## src/hdl/fws_regs.svh

```systemverilog
// constants for the flash write-status poller
// assumes one core clock at 10 MHz and an 8-bit parallel flash bus
`ifndef FWS_REGS_SVH
`define FWS_REGS_SVH
`define FWS_DATA_POLL_POS   7
`define FWS_TOGGLE_ONE_POS  6
`define FWS_TIMEOUT_POS     5
`define FWS_ERASE_WIN_POS   3
`define FWS_TOGGLE_TWO_POS  2
`define FWS_CLK_NS          100
`define FWS_RESET_ADDR      17'h00000
`define FWS_RESET_DATA      8'hf0
`define FWS_RD_CYCLES       3
`define FWS_WR_CYCLES       3
`define FWS_WINDOW_US       50
`define FWS_WINDOW_CYC      ((`FWS_WINDOW_US * 1000) / `FWS_CLK_NS)
`endif

```

## src/hdl/fws_pkg.sv

```systemverilog
// types shared by the flash write-status poller files
// assumes fws_regs.svh supplies the numeric constants
package fws_pkg;
  typedef struct packed {
    logic [16:0] addr;
    logic [7:0]  wdata;
    logic        write;
  } fws_cyc_t;

  typedef enum logic [3:0] {
    FWS_IDLE    = 4'h0,
    FWS_READ1   = 4'h1,
    FWS_READ2   = 4'h2,
    FWS_CHKFAIL = 4'h3,
    FWS_READ3   = 4'h4,
    FWS_READ4   = 4'h5,
    FWS_RESET   = 4'h6,
    FWS_DONE    = 4'h7,
    FWS_WINRD   = 4'h8,
    FWS_FAIL    = 4'h9
  } fws_state_t;

  typedef struct packed {
    logic ok;
    logic failed;
    logic windowOpen;
  } fws_result_t;
endpackage

```

## src/hdl/fws_bus_cycle.sv

```systemverilog
// one asynchronous read or write cycle on the flash pins
// assumes the flash meets its timing within the held cycle count
`timescale 1ns/1ns
`default_nettype none
`include "fws_regs.svh"
module fws_bus_cycle
  import fws_pkg::*;
#(
  parameter int RD_CYC = `FWS_RD_CYCLES,
  parameter int WR_CYC = `FWS_WR_CYCLES
) (
  input  wire logic        core_clk,
  input  wire logic        sys_rst,
  input  wire logic        start,
  input  wire fws_cyc_t    cyc,
  input  wire logic [7:0]  dataIn,
  output var  logic        busy,
  output var  logic        done,
  output var  logic [7:0]  rdata,
  output var  logic [16:0] flashAddr,
  output var  logic [7:0]  dataOut,
  output var  logic        dataOe,
  output var  logic        chipEn_n,
  output var  logic        outEn_n,
  output var  logic        writeEn_n
);
  // the four-bit cycle counter caps both counts
  if (RD_CYC < 2 || WR_CYC < 2 || RD_CYC > 15 || WR_CYC > 15) begin : g_bad
    $error("cycle counts out of range");
  end

  logic [3:0] count;
  logic       isWrite;

  always_ff @(posedge core_clk or posedge sys_rst) begin
    if (sys_rst) begin
      busy      <= 1'b0;
      done      <= 1'b0;
      count     <= 4'h0;
      isWrite   <= 1'b0;
      rdata     <= 8'h00;
      flashAddr <= 17'h00000;
      dataOut   <= 8'h00;
      dataOe    <= 1'b0;
      chipEn_n  <= 1'b1;
      outEn_n   <= 1'b1;
      writeEn_n <= 1'b1;
    end else begin
      done <= 1'b0;
      if (!busy && start) begin
        busy      <= 1'b1;
        isWrite   <= cyc.write;
        count     <= 4'h0;
        flashAddr <= cyc.addr;
        dataOut   <= cyc.wdata;
        dataOe    <= cyc.write;
        chipEn_n  <= 1'b0;
        outEn_n   <= cyc.write;
        writeEn_n <= ~cyc.write;
      end else if (busy) begin
        count <= count + 4'h1;
        // sample at the end so every read is a distinct flash cycle
        if (count == 4'(isWrite ? WR_CYC - 1 : RD_CYC - 1)) begin
          busy      <= 1'b0;
          done      <= 1'b1;
          rdata     <= dataIn;
          chipEn_n  <= 1'b1;
          outEn_n   <= 1'b1;
          writeEn_n <= 1'b1;
          dataOe    <= 1'b0;
        end
      end
    end
  end
endmodule // fws_bus_cycle
`default_nettype wire

```

## src/hdl/fws_poller.sv

```systemverilog
// flash write-status poller: toggle-bit check, fail reset, erase window
// assumes the flash sits on the pins and inputs are core_clk synchronous
//
// Summary of operation
// start polling with two back-to-back reads
// toggle stopped means done; array readable
// toggling: look at fail bit, recheck
// still toggling with fail: failed, reset
// restart procedure from first double read
// device raises fail bit past pulse limit
// device halts bad program, raises fail bit
// reset command after any fail indication; code resets only when the recheck still toggles
// device window bit low during acceptance timeout
// device restarts timeout per extra erase
// commands under 50 us apart skip window
// device ignores commands once window high
// device accepts more erases while low
// check window bit before and after command
// device suspended-sector status encoding
// device returns array data outside sector
// poll at programmed or erasing address
// device complements polled data while programming
// device polling bit low while erasing
// device toggle one inverts while busy
// device toggle two inverts in erase sectors
// device drives bus only with enables
`timescale 1ns/1ns
`default_nettype none
`include "fws_regs.svh"
module fws_poller
  import fws_pkg::*;
#(
  parameter int RD_CYC = `FWS_RD_CYCLES,
  parameter int WR_CYC = `FWS_WR_CYCLES
) (
  input  wire logic        core_clk,
  input  wire logic        sys_rst,
  input  wire logic        pollStart,
  input  wire logic        windowCheck,
  input  wire logic        abortPoll,
  input  wire logic [16:0] pollAddr,
  input  wire logic [7:0]  flashDataIn,
  output var  logic [16:0] flashAddr,
  output var  logic [7:0]  flashDataOut,
  output var  logic        flashDataOe,
  output var  logic        flashCe_n,
  output var  logic        flashOe_n,
  output var  logic        flashWe_n,
  output var  logic        busy,
  output var  fws_result_t result,
  output var  logic        resultValid,
  output var  logic [7:0]  lastStatus
);
  if (RD_CYC < 2 || WR_CYC < 2) begin : g_bad_cyc
    $error("cycle counts too small");
  end

  fws_state_t state;
  fws_cyc_t   cyc;
  logic       cycStart;
  logic       cycBusy;
  logic       cycDone;
  logic [7:0] cycData;
  logic       firstToggle;
  logic       failSeen;

  fws_bus_cycle #(.RD_CYC(RD_CYC), .WR_CYC(WR_CYC)) u_cycle (
    .core_clk  (core_clk),
    .sys_rst   (sys_rst),
    .start     (cycStart),
    .cyc       (cyc),
    .dataIn    (flashDataIn),
    .busy      (cycBusy),
    .done      (cycDone),
    .rdata     (cycData),
    .flashAddr (flashAddr),
    .dataOut   (flashDataOut),
    .dataOe    (flashDataOe),
    .chipEn_n  (flashCe_n),
    .outEn_n   (flashOe_n),
    .writeEn_n (flashWe_n)
  );

  logic toggled;
  assign toggled = cycData[`FWS_TOGGLE_ONE_POS] != firstToggle;

  always_ff @(posedge core_clk or posedge sys_rst) begin
    if (sys_rst) begin
      state       <= FWS_IDLE;
      cycStart    <= 1'b0;
      cyc         <= '0;
      firstToggle <= 1'b0;
      failSeen    <= 1'b0;
      busy        <= 1'b0;
      result      <= '0;
      resultValid <= 1'b0;
      lastStatus  <= 8'h00;
    end else begin
      cycStart    <= 1'b0;
      resultValid <= 1'b0;
      case (state)
        FWS_IDLE: begin
          if (pollStart) begin
            // always from the first double read, even after a pause
            state     <= FWS_READ1;
            busy      <= 1'b1;
            failSeen  <= 1'b0;
            cyc       <= '{addr: pollAddr, wdata: 8'h00, write: 1'b0};
            cycStart  <= 1'b1;
          end else if (windowCheck) begin
            // reads the flag every time, no 50 us spacing assumed
            state    <= FWS_WINRD;
            busy     <= 1'b1;
            cyc      <= '{addr: pollAddr, wdata: 8'h00, write: 1'b0};
            cycStart <= 1'b1;
          end
        end
        FWS_WINRD: begin
          if (cycDone) begin
            lastStatus        <= cycData;
            result            <= '0;
            result.windowOpen <= ~cycData[`FWS_ERASE_WIN_POS];
            resultValid       <= 1'b1;
            busy              <= 1'b0;
            state             <= FWS_IDLE;
          end
        end
        FWS_READ1, FWS_READ3: begin
          if (cycDone) begin
            firstToggle <= cycData[`FWS_TOGGLE_ONE_POS];
            lastStatus  <= cycData;
            cycStart    <= 1'b1;
            state <= (state == FWS_READ1) ? FWS_READ2 : FWS_READ4;
          end
        end
        FWS_READ2: begin
          if (cycDone) begin
            lastStatus <= cycData;
            if (!toggled) begin
              state <= FWS_DONE;
            end else if (cycData[`FWS_TIMEOUT_POS]) begin
              failSeen <= 1'b1;
              cycStart <= 1'b1;
              state    <= FWS_READ3;
            end else if (abortPoll) begin
              // leaving here forces a fresh double read next time
              state <= FWS_IDLE;
              busy  <= 1'b0;
            end else begin
              cycStart <= 1'b1;
              state    <= FWS_READ1;
            end
          end
        end
        FWS_READ4: begin
          if (cycDone) begin
            lastStatus <= cycData;
            if (!toggled) begin
              state <= FWS_DONE;
            end else begin
              // failed op: reset restores array reads
              cyc      <= '{addr: `FWS_RESET_ADDR, wdata: `FWS_RESET_DATA,
                            write: 1'b1};
              cycStart <= 1'b1;
              state    <= FWS_RESET;
            end
          end
        end
        FWS_RESET: begin
          if (cycDone) begin
            state <= FWS_FAIL;
          end
        end
        FWS_DONE: begin
          result      <= '{ok: 1'b1, failed: 1'b0, windowOpen: 1'b0};
          resultValid <= 1'b1;
          busy        <= 1'b0;
          state       <= FWS_IDLE;
        end
        FWS_FAIL: begin
          result      <= '{ok: 1'b0, failed: 1'b1, windowOpen: 1'b0};
          resultValid <= 1'b1;
          busy        <= 1'b0;
          state       <= FWS_IDLE;
        end
        default: begin
          state <= FWS_IDLE;
          busy  <= 1'b0;
        end
      endcase
    end
  end
endmodule // fws_poller
`default_nettype wire

```

## config.mk

```make
export PLATFORM = sky130hd
export DESIGN_NAME = fws_poller
export DESIGN_NICKNAME = d
export VERILOG_FILES = /design/src/hdl/fws_pkg.sv /design/src/hdl/fws_bus_cycle.sv /design/src/hdl/fws_poller.sv
export VERILOG_INCLUDE_DIRS = /design/src /design/src/hdl
export SDC_FILE = /design/constraint.sdc
export NUM_CORES = 1
export LEC_CHECK = 0
export BUFFER_PORTS_ARGS = -buffer_cell sky130_fd_sc_hd__buf_2
export CAP_MARGIN = 10
export CORE_UTILIZATION = 58
export DETAILED_ROUTE_END_ITERATION = 6
export PLACE_DENSITY = 0.85
export SYNTH_ARGS = -nofsm -noshare
export SYNTH_HDL_FRONTEND = slang
export SYNTH_SLANG_ARGS = --single-unit
```

## constraint.sdc

```tcl
create_clock -name core_clk -period 4.36 [get_ports core_clk]
set_input_delay 0 -clock core_clk [delete_from_list [all_inputs] [get_ports core_clk]]
set_output_delay 0 -clock core_clk [all_outputs]
set_load 0.01 [all_outputs]
```

==> out/summary.md <==
## Synth
* 100% — share of flip-flops with an asynchronous set or reset
* 10.9 µm² — Synth Area per Inst
* sky130_fd_sc_hd__dfrtp_1 — cell taking the most area after synthesis
* 0 — number of warning messages in the yosys log
* sky130_fd_sc_hd__dfrtp_1 — top_reg_cell synth
* 50 — number of unique standard cell types used by synthesis
* sky130_fd_sc_hd__dfrtp_1 54%, sky130_fd_sc_hd__mux2_2 5.6%, sky130_fd_sc_hd__o21ai_0 5.4%, sky130_fd_sc_hd__nand3_1 3.7%, sky130_fd_sc_hd__nand2_1 3.5% — cell types occupying the most area after synthesis
* 0 — count of flip-flops with a built-in enable after synthesis
* 298 — post-synthesis cell count
* 54.1% — Synth top area share
* 56.5% — sequential share of the synthesized area
* 3240 µm² — netlist area before placement
* 73 — count of state elements after synthesis

## Layout
* 414 — final net count
* 3990 µm² — fin area
* 23.3% — synth-to-layout area growth
* 30.5% — layout cells sized above 1
* 355 — fill count
* 1830 µm² — Sequential cell area
* 0 — number of diodes
* 76.2% — utilization after layout
* 1160 µm² — total area of multi-input combinational cells

## Floorplanning
* 72 — num ports
* 61.8% — Initial Util
* 76.7 µm — die boundary height
* 5240 µm² — Std-Cell Core Area
* 5890 µm² — DIE AREA
* 76.7 µm — Die X
* 26 — Site Rows

## Power and ir drop
* 685 nW/µm² — Power Dens Cells
* 425 µV — largest voltage drop on the vdd net
* 0.00190 µW — total leakage power

## Run
* 0 — maximum capacitance violations

## CTS
* 0.07 ns — clock-pin slew of the registers on the worst-case setup and hold paths
* 26 — number of hold-repair buffers added at the cts stage
* sky130_fd_sc_hd__clkbuf_8 — buffer cell driving the clock tree root
* yes — TritonCTS clock tree
* 73 — clock tree sinks
* 2 — clk buf depth
* 0 — number of post-CTS setup repair buffers
* 3 — number of levels the H-tree was split into
* 9 — Inserted Clock Buffers
* 0.34 ns — clock latency on the worst-skew pair
* 0 — Resized Gates After CTS

## Setup path
* 2.87 ns — data arrival time of the critical path
* 19 — highest net fanout along the worst path
* register — Critical Path End Type
* 1.68 ns — Register-to-Register Setup Slack
* reg2reg — critical path type
* 3 — depth of the worst register-to-register path
* cyc[18]$_DFFE_PP0P_ — worst reg2reg endpoint
* 4.55 ns — required time of the worst setup path
* register — crit path launch type
* state[2]$_DFFE_PP0P_ — startpoint of the most critical register-to-register path

## Global routing
* 2500 — number of global-route vias before repair
* 11500 µm — global-route wire length before repair
* 0 — total gr overflow
* 25.3% — All-Layer GR Usage
* 0 — antenna violations before repair
* 52 — largest net degree at the start of global routing

## Placement
* 67 — Port Buffer Count
* 3520 µm² — Placed Instance Area
* 0.911 — last weighted congestion value of the routability-driven placer
* 1.79 ns — Setup Slack @ Placement
* 4250 µm — final HPWL from detailed placement

## Worst hold path
* in2reg — class of the tightest hold or removal check
* state[3]$_DFFE_PP0P_ — worst-case hold path end point
* 3 — worst hold path cell count
* pollStart — critical hold path startpoint

## STA
* 0.00875 ns — worst clock skew
* 61.5% — final clock period utilization by the worst path
* 0 — number of setup violations in the final report
* false — setup repair after global routing missed its margin
* 0 — number of slew-limit violations in the final report
* 0 — number of failing hold endpoints at the final stage
* 0 ns — total negative setup slack
* 373 MHz — maximum clock frequency
* 24.2% — Slew headroom
* 2.68 ns — minimum clock period after layout
* 1.68 ns — Worst Slack Setup Final
* 1.14 ns — transition time at the pin with the least slew margin

## Routing
* 5.38 — detail-routed via count per cell
* 2459 — Vias
* 6850 µm — Routed Wire Length
* 0 — count of antenna-violating nets left after detailed routing
* 116 — iteration-0 DRC count of the detailed router
* 15.0 µm — average detailed-routed wire length per instance
* 4 — number of detailed-routing iterations run before antenna repair
* 0 — DRC violations left

## Run status
* completed — outcome

-- final cells by class --
class	instances	share of cell area [%]
Clock buffer	14	4.33
Clock inverter	2	0.878
Inverter	27	2.54
Multi-Input combinational cell	177	29.1
Sequential cell	73	45.9
Tap cell	70	2.19
Timing Repair Buffer	94	15.1
-- how the worst max path moves through the flow --
stage,cells past startpoint,startpoint,slack (ns),end
finish,3,state[2]$_DFFE_PP0P_,1.68,cyc[18]$_DFFE_PP0P_
global route,3,state[2]$_DFFE_PP0P_,1.51,cyc[18]$_DFFE_PP0P_
CTS,3,state[2]$_DFFE_PP0P_,1.75,cyc[18]$_DFFE_PP0P_
detailed placement,3,state[2]$_DFFE_PP0P_,1.79,cyc[24]$_DFFE_PP0P_
global placement,3,state[2]$_DFFE_PP0P_,1.90,cyc[18]$_DFFE_PP0P_
floorplan,1,sys_rst,2.51,busy$_DFFE_PP0P_
-- where the power goes --
group / leakage [µW] / switching, µW / internal, µW
sequential: 0.000921 / 218 / 991
combinational: 0.000868 / 551 / 428
clock: 0.000107 / 233 / 311
total: 0.00190 / 1000 / 1730
-- stage by stage --
step | total power (µW) | hold slack, ns | cells
floorplan | 1890 | 0.117 | 301
global placement | 2100 | 0.0356 | 415
detailed placement | 2160 | 0.0377 | 415
CTS | 2730 | 0.0558 | 457
global route | 2910 | 0.0727 | 457
finish | 2730 | 0.0667 | 457
-- layer usage --
metal	track usage, %	part of all wire (%)	routed length, µm	vias to the layer above
li1	-	-	-	1172
met1	30.7	42	2880	1191
met2	42.8	52	3540	78
met3	5.60	4.3	292	18
met4	12.3	2.0	136	0
met5	0	0	0	-
-- critical path, cell delays in order, from the launching register on --
cell	delay, ns
sky130_fd_sc_hd__dfrtp_1	0.73
sky130_fd_sc_hd__nand4bb_1	0.83
sky130_fd_sc_hd__o21bai_4	0.80
sky130_fd_sc_hd__o21ai_0	0.18
-- kinds of logic after synthesis --
logic type               count (synthesis)  synth area share, %
flip-flops                              73                 56.5
AND/OR/NAND/NOR                         75                 11.5
adder cells (fa/ha/maj)                  2                0.773
other                                    1                0.116
multiplexers                            17                 5.87
AO/OA/AOI/OAI                           75                 16.2
XOR/XNOR                                 4                 1.08
buffers and inverters                   51                 7.96
-- synth_stat cells, types with 4 or more instances --
| master | count |
|---|---|
| sky130_fd_sc_hd__dfrtp_1 | 70 |
| sky130_fd_sc_hd__o21ai_0 | 35 |
| sky130_fd_sc_hd__nand2_1 | 30 |
| sky130_fd_sc_hd__inv_1 | 27 |
| sky130_fd_sc_hd__nand3_1 | 24 |
| sky130_fd_sc_hd__mux2_2 | 16 |
| sky130_fd_sc_hd__o21ai_2 | 11 |
| sky130_fd_sc_hd__buf_4 | 10 |
| sky130_fd_sc_hd__buf_2 | 8 |
| sky130_fd_sc_hd__nor2_1 | 6 |
| sky130_fd_sc_hd__a21oi_1 | 5 |
| sky130_fd_sc_hd__nor2b_1 | 4 |
-- state kept, by name, summed over array words and instances, names as in the netlist --
register and count:
u_cycle.writeEn_n 1, u_cycle.outEn_n 1, u_cycle.flashAddr 17, cyc 18, state 4, u_cycle.dataOe 1, u_cycle.done 1, u_cycle.dataOut 1
u_cycle.rdata 8, resultValid 1, u_cycle.chipEn_n 1, firstToggle 1, result 3, busy 1, cycStart 1, u_cycle.count 4
lastStatus 8, u_cycle.busy 1
-- layout by cell type (no fill, tap or decap), types with 4 or more instances in the layout --
cell	Yosys	layout
sky130_fd_sc_hd__o21ai_0	35	35
sky130_fd_sc_hd__a21oi_1	5	5
sky130_fd_sc_hd__clkbuf_8	0	12
sky130_fd_sc_hd__mux2_2	16	16
sky130_fd_sc_hd__nor2b_1	4	4
sky130_fd_sc_hd__dfrtp_1	70	70
sky130_fd_sc_hd__nand2_1	30	30
sky130_fd_sc_hd__dlygate4sd3_1	0	26
sky130_fd_sc_hd__inv_1	27	26
sky130_fd_sc_hd__buf_2	8	67
sky130_fd_sc_hd__nand3_1	24	24
sky130_fd_sc_hd__nor2_1	6	6
sky130_fd_sc_hd__conb_1	1	4
sky130_fd_sc_hd__o21ai_2	11	11
Power figures use the tool's default switching activity.
